File: src/plsc_pkg.sv
// Purpose: Shared constants for the loop-two lock/status control slice
// Assumes: Byte-wide registers on the serial control port
// Notes: Offsets are byte register numbers
package plsc_pkg;
    localparam int ADDR_W = 12;
    localparam int CNT_W = 14;
    localparam logic [11:0] OFS_LOCK_COUNT_HIGH = 12'h16A;
    localparam logic [11:0] OFS_LOCK_COUNT_LOW = 12'h16B;
    localparam logic [11:0] OFS_STATUS_PIN_TWO_SELECT = 12'h16E;
    localparam logic [11:0] OFS_LOOP_TWO_POWERDOWN = 12'h173;
    localparam logic [11:0] OFS_REF_DIVIDER_HOLD = 12'h177;
    // Field positions
    localparam int SEL_LSB = 3;
    localparam int TYPE_LSB = 0;
    localparam int PRE_PD_BIT = 6;
    localparam int LOOP_PD_BIT = 5;
    localparam int FB_PD_BIT = 4;
    localparam int HOLD_BIT = 5;
    // Reset values
    localparam logic [13:0] LOCK_COUNT_RESET = 14'h2000;
    localparam logic [4:0] SEL_RESET = 5'h00;
    localparam logic [2:0] TYPE_RESET = 3'h6;
    localparam logic [2:0] PD_RESET = 3'h7;
    localparam logic HOLD_RESET = 1'b0;
    // Driver types
    localparam logic [2:0] TYPE_PUSH_PULL = 3'h3;
    localparam logic [2:0] TYPE_INVERTED = 3'h4;
    localparam logic [2:0] TYPE_OPEN_DRAIN = 3'h6;
    // Selector codes that need loop-two lock detect
    localparam logic [4:0] SEL_LOOP_TWO_LOCK = 5'h02;
    localparam logic [4:0] SEL_BOTH_LOCK = 5'h03;
    // Window limits in units of 0.1 ns
    localparam logic [7:0] WINDOW_1_TENTHS = 8'h0A;
    localparam logic [7:0] WINDOW_2_TENTHS = 8'h12;
    localparam logic [7:0] WINDOW_3_TENTHS = 8'h1A;
    typedef enum logic [1:0] {
        PLSC_WIN_RSVD = 2'b00,
        PLSC_WIN_1NS = 2'b01,
        PLSC_WIN_1P8NS = 2'b10,
        PLSC_WIN_2P6NS = 2'b11
    } plsc_window_t;
endpackage

File: src/plsc_lock_detect.sv
// Purpose: Loop-two digital lock detector
// Assumes: pd_tick is one pulse per phase-detector cycle, same clock
// Notes: Counter saturates at the programmed count
`timescale 1ns/100ps
module plsc_lock_detect #(
    parameter int CNT_W = 14
) (
    input wire logic ref_clk,
    input wire logic rst,
    input wire logic enable,
    input wire logic pd_tick,
    input wire logic [1:0] window_code,
    input wire logic [7:0] phase_error_tenths,
    input wire logic [CNT_W-1:0] target,
    output logic lock
);
    ////////////////////////////////////////////////////////////////
    logic [CNT_W-1:0] cnt_reg;
    logic [CNT_W-1:0] cnt_next;
    logic lock_reg;
    logic lock_next;
    logic [7:0] limit;
    logic in_window;
    logic reached;

    // Window limit per code; reserved code never in window
    assign limit = (window_code == plsc_pkg::PLSC_WIN_1NS) ? plsc_pkg::WINDOW_1_TENTHS :
                   (window_code == plsc_pkg::PLSC_WIN_1P8NS) ? plsc_pkg::WINDOW_2_TENTHS :
                   (window_code == plsc_pkg::PLSC_WIN_2P6NS) ? plsc_pkg::WINDOW_3_TENTHS : 8'h00;
    assign in_window = (phase_error_tenths < limit);
    // One bit wider so a full-scale count does not wrap and drop lock
    assign reached = (((CNT_W+1)'(cnt_reg) + 1'b1) >= (CNT_W+1)'(target));
    // Consecutive in-window cycles counted, any miss restarts
    assign cnt_next = !enable ? '0 :
                      !pd_tick ? cnt_reg :
                      !in_window ? '0 :
                      reached ? target : CNT_W'(cnt_reg + 1'b1);
    assign lock_next = !enable ? 1'b0 :
                       !pd_tick ? lock_reg :
                       (in_window && reached);
    assign lock = lock_reg;

    always_ff @(posedge ref_clk)
    begin
        if (rst)
        begin
            cnt_reg <= '0;
            lock_reg <= 1'b0;
        end
        else
        begin
            cnt_reg <= cnt_next;
            lock_reg <= lock_next;
        end
    end

    ////////////////////////////////////////////////////////////////
    property p_miss_clears;
        @(posedge ref_clk) disable iff (rst)
        (enable && pd_tick && !in_window) |=> (!lock_reg && cnt_reg == '0);
    endproperty
    a_miss_clears: assert property (p_miss_clears)
        else $error("Lock held after out-of-window cycle");

    property p_rise_needs_count;
        @(posedge ref_clk) disable iff (rst)
        $rose(lock_reg) |-> ($past(cnt_reg) + 1'b1 >= $past(target)) && $past(pd_tick);
    endproperty
    a_rise_needs_count: assert property (p_rise_needs_count)
        else $error("Lock rose before programmed count");

    property p_reserved_window;
        @(posedge ref_clk) disable iff (rst)
        (window_code == plsc_pkg::PLSC_WIN_RSVD && pd_tick) |=> !lock_reg;
    endproperty
    a_reserved_window: assert property (p_reserved_window)
        else $error("Lock with reserved window code");
endmodule

File: src/plsc_regs.sv
// Purpose: Lock count, status pin two, loop-two powerdown and divider hold registers
// Assumes: Serial control port delivers decoded byte accesses on ref_clk
// Notes: Analog-side inputs are synchronised here
`timescale 1ns/100ps
module plsc_regs #(
    parameter logic [13:0] LOCK_COUNT_RESET = plsc_pkg::LOCK_COUNT_RESET
) (
    input wire logic ref_clk,
    input wire logic rst,
    input wire logic [plsc_pkg::ADDR_W-1:0] reg_addr,
    input wire logic reg_wr,
    input wire logic reg_rd,
    input wire logic [7:0] reg_wdata,
    output logic [7:0] reg_rdata,
    input wire logic [4:0] status_one_select,
    input wire logic lock_detect_force_on,
    input wire logic [1:0] lock_window_size,
    input wire logic pd_tick,
    input wire logic [7:0] phase_error_tenths,
    input wire logic loop_one_lock_in,
    input wire logic holdover_in,
    input wire logic dac_locked_in,
    input wire logic readback_bit_in,
    input wire logic dac_rail_in,
    input wire logic dac_low_in,
    input wire logic dac_high_in,
    input wire logic [5:0] divider_out_in,
    output logic status_pin_two_out,
    output logic status_pin_two_oe,
    output logic prescaler_powerdown,
    output logic loop_two_powerdown,
    output logic feedback_input_powerdown,
    output logic ref_divider_hold,
    output logic digital_lock_indication
);
    ////////////////////////////////////////////////////////////////
    logic [5:0] cnt_hi_reg;
    logic [7:0] cnt_lo_reg;
    logic [4:0] sel_reg;
    logic [2:0] type_reg;
    logic [2:0] pd_reg;
    logic hold_reg;
    logic [7:0] rdata_reg;
    logic pin_out_reg;
    logic pin_oe_reg;
    logic [12:0] sync1_reg;
    logic [12:0] sync2_reg;
    logic [5:0] div_prev_reg;
    logic [1:0] div_cnt_reg [6];
    logic lock_two;
    logic detect_en;
    logic loop_one_ok;
    logic [5:0] div_rise;
    logic [18:0] sources;
    logic pin_value;
    logic pin_out_next;
    logic pin_oe_next;
    logic [7:0] rdata_next;
    logic wr_hi;
    logic wr_lo;
    logic wr_sel;
    logic wr_pd;
    logic wr_hold;

    function automatic logic hit(input logic [plsc_pkg::ADDR_W-1:0] a, input logic [11:0] ofs);
        hit = (a == ofs);
    endfunction

    assign wr_hi = reg_wr && hit(reg_addr, plsc_pkg::OFS_LOCK_COUNT_HIGH);
    assign wr_lo = reg_wr && hit(reg_addr, plsc_pkg::OFS_LOCK_COUNT_LOW);
    assign wr_sel = reg_wr && hit(reg_addr, plsc_pkg::OFS_STATUS_PIN_TWO_SELECT);
    assign wr_pd = reg_wr && hit(reg_addr, plsc_pkg::OFS_LOOP_TWO_POWERDOWN);
    assign wr_hold = reg_wr && hit(reg_addr, plsc_pkg::OFS_REF_DIVIDER_HOLD);

    // Readback with reserved bits zero
    assign rdata_next =
        !reg_rd ? rdata_reg :
        hit(reg_addr, plsc_pkg::OFS_LOCK_COUNT_HIGH) ? {2'b00, cnt_hi_reg} :
        hit(reg_addr, plsc_pkg::OFS_LOCK_COUNT_LOW) ? cnt_lo_reg :
        hit(reg_addr, plsc_pkg::OFS_STATUS_PIN_TWO_SELECT) ? {sel_reg, type_reg} :
        hit(reg_addr, plsc_pkg::OFS_LOOP_TWO_POWERDOWN) ? {1'b0, pd_reg, 4'h0} :
        hit(reg_addr, plsc_pkg::OFS_REF_DIVIDER_HOLD) ? {2'b00, hold_reg, 5'h00} : 8'h00;

    always_ff @(posedge ref_clk)
    begin
        if (rst)
        begin
            cnt_hi_reg <= LOCK_COUNT_RESET[13:8];
            cnt_lo_reg <= LOCK_COUNT_RESET[7:0];
            sel_reg <= plsc_pkg::SEL_RESET;
            type_reg <= plsc_pkg::TYPE_RESET;
            pd_reg <= plsc_pkg::PD_RESET;
            hold_reg <= plsc_pkg::HOLD_RESET;
            rdata_reg <= 8'h00;
        end
        else
        begin
            if (wr_hi) cnt_hi_reg <= reg_wdata[5:0];
            if (wr_lo) cnt_lo_reg <= reg_wdata;
            if (wr_sel) sel_reg <= reg_wdata[plsc_pkg::SEL_LSB +: 5];
            if (wr_sel) type_reg <= reg_wdata[plsc_pkg::TYPE_LSB +: 3];
            if (wr_pd) pd_reg <= reg_wdata[plsc_pkg::FB_PD_BIT +: 3];
            if (wr_hold) hold_reg <= reg_wdata[plsc_pkg::HOLD_BIT];
            rdata_reg <= rdata_next;
        end
    end

    ////////////////////////////////////////////////////////////////
    // Two-stage synchronisers for analog-side levels
    always_ff @(posedge ref_clk)
    begin
        if (rst)
        begin
            sync1_reg <= '0;
            sync2_reg <= '0;
            div_prev_reg <= '0;
        end
        else
        begin
            sync1_reg <= {divider_out_in, dac_high_in, dac_low_in, dac_rail_in,
                          readback_bit_in, dac_locked_in, holdover_in, loop_one_lock_in};
            sync2_reg <= sync1_reg;
            div_prev_reg <= sync2_reg[12:7];
        end
    end

    assign div_rise = sync2_reg[12:7] & ~div_prev_reg;

    // Divide each divider output by two and four
    genvar gi;
    generate
        for (gi = 0; gi < 6; gi++)
        begin : g_div
            always_ff @(posedge ref_clk)
            begin
                if (rst)
                    div_cnt_reg[gi] <= 2'h0;
                else if (div_rise[gi])
                    div_cnt_reg[gi] <= div_cnt_reg[gi] + 2'h1;
            end
        end
    endgenerate

    ////////////////////////////////////////////////////////////////
    assign detect_en = !pd_reg[1] && (lock_detect_force_on ||
        sel_reg == plsc_pkg::SEL_LOOP_TWO_LOCK || sel_reg == plsc_pkg::SEL_BOTH_LOCK ||
        status_one_select == plsc_pkg::SEL_LOOP_TWO_LOCK ||
        status_one_select == plsc_pkg::SEL_BOTH_LOCK);

    plsc_lock_detect #(
        .CNT_W(plsc_pkg::CNT_W)
    ) u_lock (
        .ref_clk(ref_clk),
        .rst(rst),
        .enable(detect_en),
        .pd_tick(pd_tick),
        .window_code(lock_window_size),
        .phase_error_tenths(phase_error_tenths),
        .target({cnt_hi_reg, cnt_lo_reg}),
        .lock(lock_two)
    );

    assign loop_one_ok = sync2_reg[0] && !hold_reg;

    // Selector sources, index equals selector code
    assign sources = {div_cnt_reg[4][1], div_cnt_reg[4][0], div_cnt_reg[3][1], div_cnt_reg[3][0],
                      div_cnt_reg[2][1], div_cnt_reg[2][0], div_cnt_reg[1][1], div_cnt_reg[1][0],
                      sync2_reg[6], sync2_reg[5], sync2_reg[4], sync2_reg[3], 1'b0,
                      sync2_reg[2], sync2_reg[1], loop_one_ok && lock_two, lock_two,
                      loop_one_ok, 1'b0};
    assign pin_value = (sel_reg <= 5'h12) ? sources[sel_reg] : 1'b0;

    // Driver type: reserved codes release the pin
    assign pin_out_next = (type_reg == plsc_pkg::TYPE_PUSH_PULL) ? pin_value :
                          (type_reg == plsc_pkg::TYPE_INVERTED) ? !pin_value : 1'b0;
    assign pin_oe_next = (type_reg == plsc_pkg::TYPE_PUSH_PULL) ||
                         (type_reg == plsc_pkg::TYPE_INVERTED) ||
                         ((type_reg == plsc_pkg::TYPE_OPEN_DRAIN) && !pin_value);

    always_ff @(posedge ref_clk)
    begin
        if (rst)
        begin
            pin_out_reg <= 1'b0;
            pin_oe_reg <= 1'b0;
        end
        else
        begin
            pin_out_reg <= pin_out_next;
            pin_oe_reg <= pin_oe_next;
        end
    end

    assign reg_rdata = rdata_reg;
    assign status_pin_two_out = pin_out_reg;
    assign status_pin_two_oe = pin_oe_reg;
    assign prescaler_powerdown = pd_reg[2];
    assign loop_two_powerdown = pd_reg[1];
    assign feedback_input_powerdown = pd_reg[0];
    assign ref_divider_hold = hold_reg;
    assign digital_lock_indication = lock_two;

    ////////////////////////////////////////////////////////////////
    property p_reset_values;
        @(posedge ref_clk) $fell(rst) |-> (pd_reg == 3'h7 && type_reg == 3'h6 && !hold_reg && sel_reg == 5'h00);
    endproperty
    a_reset_values: assert property (p_reset_values)
        else $error("Wrong reset values");

    property p_pd_write;
        @(posedge ref_clk) disable iff (rst)
        wr_pd |=> (prescaler_powerdown == $past(reg_wdata[6]) && loop_two_powerdown == $past(reg_wdata[5])
                   && feedback_input_powerdown == $past(reg_wdata[4]));
    endproperty
    a_pd_write: assert property (p_pd_write)
        else $error("Powerdown bits not taken from write");

    property p_reserved_read;
        @(posedge ref_clk) disable iff (rst)
        (reg_rd && reg_addr == 12'h173) |=> (reg_rdata[7] == 1'b0 && reg_rdata[3:0] == 4'h0);
    endproperty
    a_reserved_read: assert property (p_reserved_read)
        else $error("Reserved bits read nonzero");

    property p_hold_no_lock;
        @(posedge ref_clk) disable iff (rst)
        (hold_reg && sel_reg == 5'h01 && type_reg == 3'h3) |=> !status_pin_two_out;
    endproperty
    a_hold_no_lock: assert property (p_hold_no_lock)
        else $error("Loop one lock shown while divider held");

    property p_inverted_low;
        @(posedge ref_clk) disable iff (rst)
        (type_reg == 3'h4 && sel_reg == 5'h00) |=> (status_pin_two_out && status_pin_two_oe);
    endproperty
    a_inverted_low: assert property (p_inverted_low)
        else $error("Inverted push-pull wrong");

    property p_open_drain_low;
        @(posedge ref_clk) disable iff (rst)
        (type_reg == 3'h6 && sel_reg == 5'h00) |=> (status_pin_two_oe && !status_pin_two_out);
    endproperty
    a_open_drain_low: assert property (p_open_drain_low)
        else $error("Open drain not pulling low");

    property p_detect_off;
        @(posedge ref_clk) disable iff (rst)
        !detect_en |=> !digital_lock_indication;
    endproperty
    a_detect_off: assert property (p_detect_off)
        else $error("Lock shown with detector off");

    property p_count_readback;
        @(posedge ref_clk) disable iff (rst)
        wr_hi ##1 !wr_hi ##1 !wr_hi ##1 (reg_rd && reg_addr == 12'h16A)
            |=> reg_rdata == {2'b00, $past(reg_wdata[5:0], 4)};
    endproperty
    a_count_readback: assert property (p_count_readback)
        else $error("Lock count high readback wrong");
endmodule

File: config.mk
export PLATFORM = sky130hd
export DESIGN_NAME = plsc_regs
export DESIGN_NICKNAME = d
export VERILOG_FILES = /design/src/plsc_pkg.sv /design/src/plsc_lock_detect.sv /design/src/plsc_regs.sv
export SDC_FILE = /design/constraint.sdc
export NUM_CORES = 1
export LEC_CHECK = 0
export BUFFER_PORTS_ARGS = -buffer_cell sky130_fd_sc_hd__buf_2
export CORE_ASPECT_RATIO = 1.5
export CORE_MARGIN = 10
export CORE_UTILIZATION = 45
export CTS_CLUSTER_SIZE = 12
export DETAILED_ROUTE_END_ITERATION = 10
export PLACE_DENSITY_LB_ADDON = 0.15
export SYNTH_ARGS = -nofsm -noshare
export SYNTH_HDL_FRONTEND = slang
export SYNTH_SLANG_ARGS = --single-unit
export TNS_END_PERCENT = 10
File: constraint.sdc
create_clock -name ref_clk -period 7 [get_ports ref_clk]
set_input_delay 0.35 -clock ref_clk [delete_from_list [all_inputs] [get_ports ref_clk]]
set_output_delay 0.35 -clock ref_clk [all_outputs]
set_load 0.1 [all_outputs]
==> results.tsv, run 1 <==
stage	metric	value	unit
placement	portBuffers	64	
setup_path	slowest_stage	dfxtp_1	
clocking	cts_tree	done	
synth	yosysSeqAreaShare	44.1	%
timing	tightest_slew	0.993	ns
route	wl_met2	5440	um
global_route	grt_pass1_vias	3374	
die	rows	42	
synth	synthXorXnorAreaFrac	3.47	%
route	m1WireLength	3620	um
setup_path	ff2ff_setup_slack	3.58	ns
synth	synth_seq_cells	85	
synth	synthCells	444	
placement	dp_hpwl	7440	um
global_route	track_usage	14.6	%
setup_path	crit_type	flop to flop	
power_and_ir_drop	swShare	22.6	%
finish	layout_commonest_cell	dfxtp_1	
timing	hold_slack	0.217	ns
clocking	htree_num_levels	3	
setup_path	cp_common_cell	and3_1	
clocking	clockRootBuffer	clkbuf_16	
setup_path	critical_path.top_delay_family	compound AO/OA/AOI/OAI gates	
job	drv_cap	0	
synth	synth.top_cells.by_area	dfxtp_1 (38%), mux2i_1 (6.7%), edfxtp_1 (5.9%)	
finish	stdcell_count	620	
placement	place_area	4430	sq um
finish	antenna_cells	0	
power_and_ir_drop	clkPwrFrac	44.8	%
power_and_ir_drop	ir_drop	0.179	mV
synth	synth-simple-area-share	21.1	%
die	start_util	46.0	%
clocking	cts_hold_buf	0	
power_and_ir_drop	total_power	1.05	mW
setup_path	start_kind	flop	
placement	gp_congestion	0.875	
synth	synthAdderAreaFrac	5.27	%
setup_path	slowest_delay	0.43	ns
clocking	cts-resized-gates	0	
synth	ys_types	52	
synth	yosys.area.top_type_share	38.2	%
die	dieArea	13200	sq um
finish	drive_above_1_share	17.5	%
finish	syn2layout_area_growth	17.2	%
finish	final_cell_mix	dfxtp_1 (77), buf_2 (64), nor2_1 (49)	
setup_path	cp_num_buf_inv	1	
synth	yosysTopAreaCell	dfxtp_1	
setup_path	worstPathRequired	7.25	ns
route	drc	0	
timing	hold_viol	0	
clocking	cts-buffers-inserted	9	
route	wl_per_cell	15.4	um
global_route	grt_overflow	0	
synth	ys.warnings.count	0	
clocking	clk_latency	0.34	ns
timing	period_share	48.8	%
finish	design_area	4730	sq um
synth	synth_top_family_by_area	simple AND/OR/NAND/NOR gates	
timing	drv_slew	0	
placement	place_inst	604	
route	viasPerCell	5.28	
die	die_h	136	um
timing	rsz0062_at_grt	false	
global_route	antenna_found_initial	0	
power_and_ir_drop	powerDensity	221	nW/um^2
route	drt_first_pass_iters	6	
synth	syn_area	4040	sq um
finish	largest_reg_flops	14	
power_and_ir_drop	power_leakage	2.02	nW
global_route	grt_pass1_wl	15900	um
route	vias	3273	
timing	fmax	293	MHz
clocking	clock_sinks	85	
die	die-width	97.4	um
setup_path	crit_path_end_kind	flop	
timing	setup_viol	0	
clocking	clkTransAtPathRegs	0.06	ns
power_and_ir_drop	p_seq_share	48.6	%
synth	muxShareOfSynthArea	8.09	%
route	wirelength	9560	um
finish	final_net_count	576	
setup_path	cp_cell_sequence	and3_1 -> nand3_1 -> nor2_1 -> xnor2_1 -> inv_1 -> ha_1 -> and3_1 -> a221o_1 -> a41oi_1 -> a21bo_2 -> nand4b_1 -> o21ai_0	
synth	syn_nets	515	
clocking	cts_buffer_depth	2	
power_and_ir_drop	power_switching	237	uW
placement	dp_slack	3.57	ns
route	drtAntennaViolNets	0	
finish	post-route-util	53.9	%
die	io_pins	69	
timing	fin_ws	3.58	ns
power_and_ir_drop	pwr-share-comb	6.6	%
synth	syn_avg_cell_area	9.10	sq um
setup_path	crit_path_max_fanout	12	
route	wl_met3	279	um
timing	tns	0	ns
setup_path	worstPathArrival	3.66	ns
hold_path	min_path_type	input pin to flop	
timing	clock_skew	0.00516	ns
timing	period_needed	3.42	ns
global_route	grt_max_degree	61	
synth	synth_ff_type	dfxtp_1	
die	core_area	8780	sq um
route	drt_iter0_markers	186	
route	maxUsedRoutingLayer	met4	
power_and_ir_drop	p_int	809	uW
synth	synthArstFlopShare	0	%
status	status	finished clean	
timing	slew_headroom	33.6	%
synth	synth_compound_area_share	13.0	%
clocking	cts_setup_buffers	0	
synth	synth_edf_count	8	
-- power groups by stage --
| stage | Clock, mW | Sequential (mW) | Combinational, mW |
|---|---|---|---|
| floorplan | 0 | 0.536 | 0.0270 |
| global placement | 0 | 0.519 | 0.0685 |
| detailed placement | 0 | 0.519 | 0.0695 |
| CTS | 0.477 | 0.508 | 0.0699 |
| global route | 0.497 | 0.509 | 0.0753 |
| finish | 0.468 | 0.508 | 0.0689 |
-- path summary, 6_finish.rpt --
kind / start / endpoint / cells past startpoint
worst max-delay path: u_lock.cnt_reg[2] / u_lock.cnt_reg[7] / 12
worst min-delay path: divider_out_in[4] / sync1_reg[11] / 2
worst max register to register: u_lock.cnt_reg[2] / u_lock.cnt_reg[7] / 12
worst min register to register: sync1_reg[11] / sync2_reg[11] / 1
-- layer usage --
layer	vias to the layer above	GRT usage [%]
met4	0	6.48
li1	1664	-
met3	11	3.66
met2	47	28.3
met5	-	0
met1	1551	14.2
-- synthesized netlist by cell type, types with 2 or more instances --
cell,instances
nand3b_1,2
and3_1,3
and4bb_2,2
a221oi_1,2
dfxtp_1,77
o21ai_0,16
nor3b_1,2
nor2_1,49
buf_2,2
nor2b_1,34
xnor2_1,11
a21o_1,6
ha_1,17
inv_1,33
xor2_1,5
nor4_1,3
a21oi_1,18
a221o_1,2
a22oi_1,11
nand4_1,6
o31a_1,2
nand4b_1,2
edfxtp_1,8
clkbuf_1,11
nor3_1,3
mux2i_1,27
mux4_2,2
and2_1,3
a211oi_1,10
nand2_1,40
nand2b_1,2
nand3_1,13
-- cell families (layout without fill, tap and decap cells) --
kind of cell | Yosys count | in the layout
DFF | 85 | 85
and+or+nand+nor | 169 | 169
muxes | 30 | 30
adders and majority gates | 17 | 17
AOI/OAI and AO/OA | 78 | 78
xor gates and xnor gates | 16 | 16
buffers and inverters | 49 | 115
-- layout make-up --
type	instances	area (sq um)
Fill cell	818	4040
Multi-Input combinational cell	310	2060
Sequential cell	85	1780
Timing Repair Buffer	65	328
Clock buffer	13	282
Tap cell	110	138
Inverter	34	128
Clock inverter	3	17.5
Power figures use the tool's default switching activity.
==> inputs of run 2 (changes only) <==
==> constraint.sdc (replaced) <==
create_clock -name ref_clk -period 2.94 [get_ports ref_clk]
set_input_delay 0.147 -clock ref_clk [delete_from_list [all_inputs] [get_ports ref_clk]]
set_output_delay 0.147 -clock ref_clk [all_outputs]
set_load 0.1 [all_outputs]
==> run 2 against run 1 <==
- clock skew is 0.0025 ns higher
- flip-flop and latch count stayed put
- combinational power is 140% higher
- sequential power is 140% higher
- first-iteration DRC count is 18% higher
- power is 140% higher
- cell count is 4.2% higher
- cell area is 6.7% higher
- critical path depth is 1 higher
- register-to-register slack worse by 3.5 ns
- highest routed layer unchanged
==> results.tsv, run 2 (synthesized netlist as in run 1, its figures left out) <==
stage	metric	value	unit	change
setup_path	r2r-start	u_lock.cnt_reg[1]		was u_lock.cnt_reg[2]
setup_path	endpoint	u_lock.cnt_reg[5]		was u_lock.cnt_reg[7]
placement	dp_hpwl	7550	um	was 7440 um
route	drt_iter0_markers	220		was 186
die	core_area	8780	sq um	unchanged
finish	ff_latch_area	1790	sq um	was 1780 sq um
setup_path	worstPathRequired	3.16	ns	was 7.25 ns
timing	period_share	98.0	%	was 48.8%
setup_path	ff2ff_setup_slack	0.06	ns	was 3.58 ns
route	drt_first_pass_iters	4		was 6
timing	rsz0062_at_grt	true		was false
global_route	track_usage	15.2	%	was 14.6%
clocking	cts-buffers-inserted	9		unchanged
die	start_util	46.0	%	unchanged
power_and_ir_drop	ir_drop	0.442	mV	was 0.179 mV
global_route	grt_overflow	0		unchanged
timing	hold_viol	0		unchanged
timing	tns	0	ns	unchanged
status	status	finished clean		unchanged
setup_path	crit_path_end_kind	flop		unchanged
setup_path	cp-startpoint	u_lock.cnt_reg[1]		was u_lock.cnt_reg[2]
finish	stdcell_count	646		was 620
finish	final_net_count	602		was 576
setup_path	reg2reg_to	u_lock.cnt_reg[5]		was u_lock.cnt_reg[7]
finish	fillers	788		was 818
finish	post-route-util	57.6	%	was 53.9%
clocking	htree_num_levels	3		unchanged
die	dieArea	13200	sq um	unchanged
route	viasPerCell	5.23		was 5.28
timing	setup_viol	0		unchanged
finish	multiInputGateArea	2180	sq um	was 2060 sq um
finish	syn2layout_area_growth	25.1	%	was 17.2%
power_and_ir_drop	powerDensity	498	nW/um^2	was 221 nW/um^2
die	die_h	136	um	unchanged
timing	clock_skew	0.00762	ns	was 0.00516 ns
die	rows	42		unchanged
clocking	cts_tree	done		unchanged
route	drc	0		unchanged
job	drv_cap	0		unchanged
route	drtAntennaViolNets	0		unchanged
finish	final_cell_mix	dfxtp_1 (74), buf_2 (64), nor2_1 (48)		was dfxtp_1 (77), buf_2 (64), nor2_1 (49)
finish	layout_commonest_cell	dfxtp_1		unchanged
setup_path	start_kind	flop		unchanged
finish	antenna_cells	0		unchanged
setup_path	worstPathArrival	3.10	ns	was 3.66 ns
power_and_ir_drop	power_leakage	2.17	nW	was 2.02 nW
global_route	antenna_found_initial	0		unchanged
placement	place_inst	624		was 604
global_route	grt_pass1_wl	16200	um	was 15,900 um
timing	slew_headroom	35.6	%	was 33.6%
die	die-width	97.4	um	unchanged
placement	portBuffers	64		unchanged
setup_path	crit_path_max_fanout	7		was 12
timing	fmax	347	MHz	was 293 MHz
clocking	clkTransAtPathRegs	0.06	ns	about the same
route	wl_per_cell	15.8	um	was 15.4 um
timing	period_needed	2.88	ns	was 3.42 ns
timing	drv_slew	0		unchanged
clocking	cts_buffer_depth	2		unchanged
clocking	clk_latency	0.34	ns	about the same
hold_path	min_path_type	input pin to flop		unchanged
route	wirelength	10200	um	was 9560 um
route	vias	3381		was 3,273
global_route	grt_max_degree	61		unchanged
finish	drive_above_1_share	24.3	%	was 17.5%
finish	largest_reg_flops	14		unchanged
timing	tightest_slew	0.956	ns	was 0.993 ns
clocking	clock_sinks	85		unchanged
placement	gp_congestion	0.870		was 0.875
global_route	grt_pass1_vias	3420		was 3,374
setup_path	crit_type	flop to flop		unchanged
clocking	clockRootBuffer	clkbuf_16		unchanged
die	io_pins	69		unchanged
setup_path	r2r_cells	13		was 12
-- run 2: cell count changes in the layout (fill, tap and decap cells not counted), sizes merged --
cell and change:
a211oi +1, buf +25, bufinv +1, clkbuf -2, clkinv -1, clkinvlp +1, inv +1
-- run 2: power by group --
part           internal, mW  switching, mW  leakage (nW)
combinational        0.0606          0.105          1.31
sequential             1.20         0.0123         0.713
clock                 0.683          0.459         0.142
-- run 2: stage by stage --
step / hold slack (ns) / power (mW) / area [sq um] / setup WS (ns)
final: 0.0131 / 2.51 / 5050 / 0.0599
after global routing: 0.0275 / 2.59 / 5050 / -0.0753
after global placement: 0.353 / 1.40 / 4580 / -0.116
after floorplan: 0.272 / 1.34 / 4040 / 0.107
after CTS: 0.00580 / 2.54 / 4970 / 0.0198
after detailed placement: 0.361 / 1.40 / 4580 / -0.199
-- run 2: worst min path at each step --
stage / from / to / depth (start not counted) / slack, ns
2_1_floorplan: reg_wdata[5] / cnt_hi_reg[5] / 2 / 0.27
3_3_place_gp: dac_low_in / sync1_reg[5] / 2 / 0.35
3_5_place_dp: dac_rail_in / sync1_reg[4] / 2 / 0.36
4_1_cts: dac_rail_in / sync1_reg[4] / 2 / 0.006
5_1_grt: holdover_in / sync1_reg[1] / 2 / 0.03
6_report: dac_rail_in / sync1_reg[4] / 2 / 0.01
-- run 2: critical path, stage by stage (launching register included) --
cell      delay, ns
dfxtp_4        0.36
ha_4           0.14
nand4_1        0.11
nor2_2         0.17
nand4_1        0.17
xnor2_2        0.19
ha_1           0.32
and2_4         0.15
a221o_1        0.40
nor3b_4        0.25
buf_6          0.15
a211oi_4       0.09
a22oi_1        0.16
o21ai_0        0.11
-- run 2: cell type report --
type                    instances  share of cell area (%)
inverters                      34                    2.53
clock buffers                  11                    4.80
multi-input cells             311                    43.1
repair buffers                 90                    10.3
clock inverters                 5                    1.16
flip-flops and latches         85                    35.4
well taps                     110                    2.72
-- run 2: repair_timing --
| action | 4_1_cts | 5_1_grt |
|---|---|---|
| pin swaps | 4 | 14 |
| cloned | 1 | 0 |
| hold buffers | 0 | 0 |
| gates resized for setup | 14 | 16 |
| endpoints found under the setup margin | 13 | 15 |
| setup buffers | 0 | 5 |
-- run 2: routing by layer --
layer | GRT usage (%) | vias to the layer above | part of all wire (%)
met5 | 0 | - | 0
met4 | 8.67 | 0 | 2.3
met3 | 2.85 | 13 | 2.6
met2 | 29.3 | 38 | 56
met1 | 14.8 | 1613 | 39
li1 | - | 1717 | -
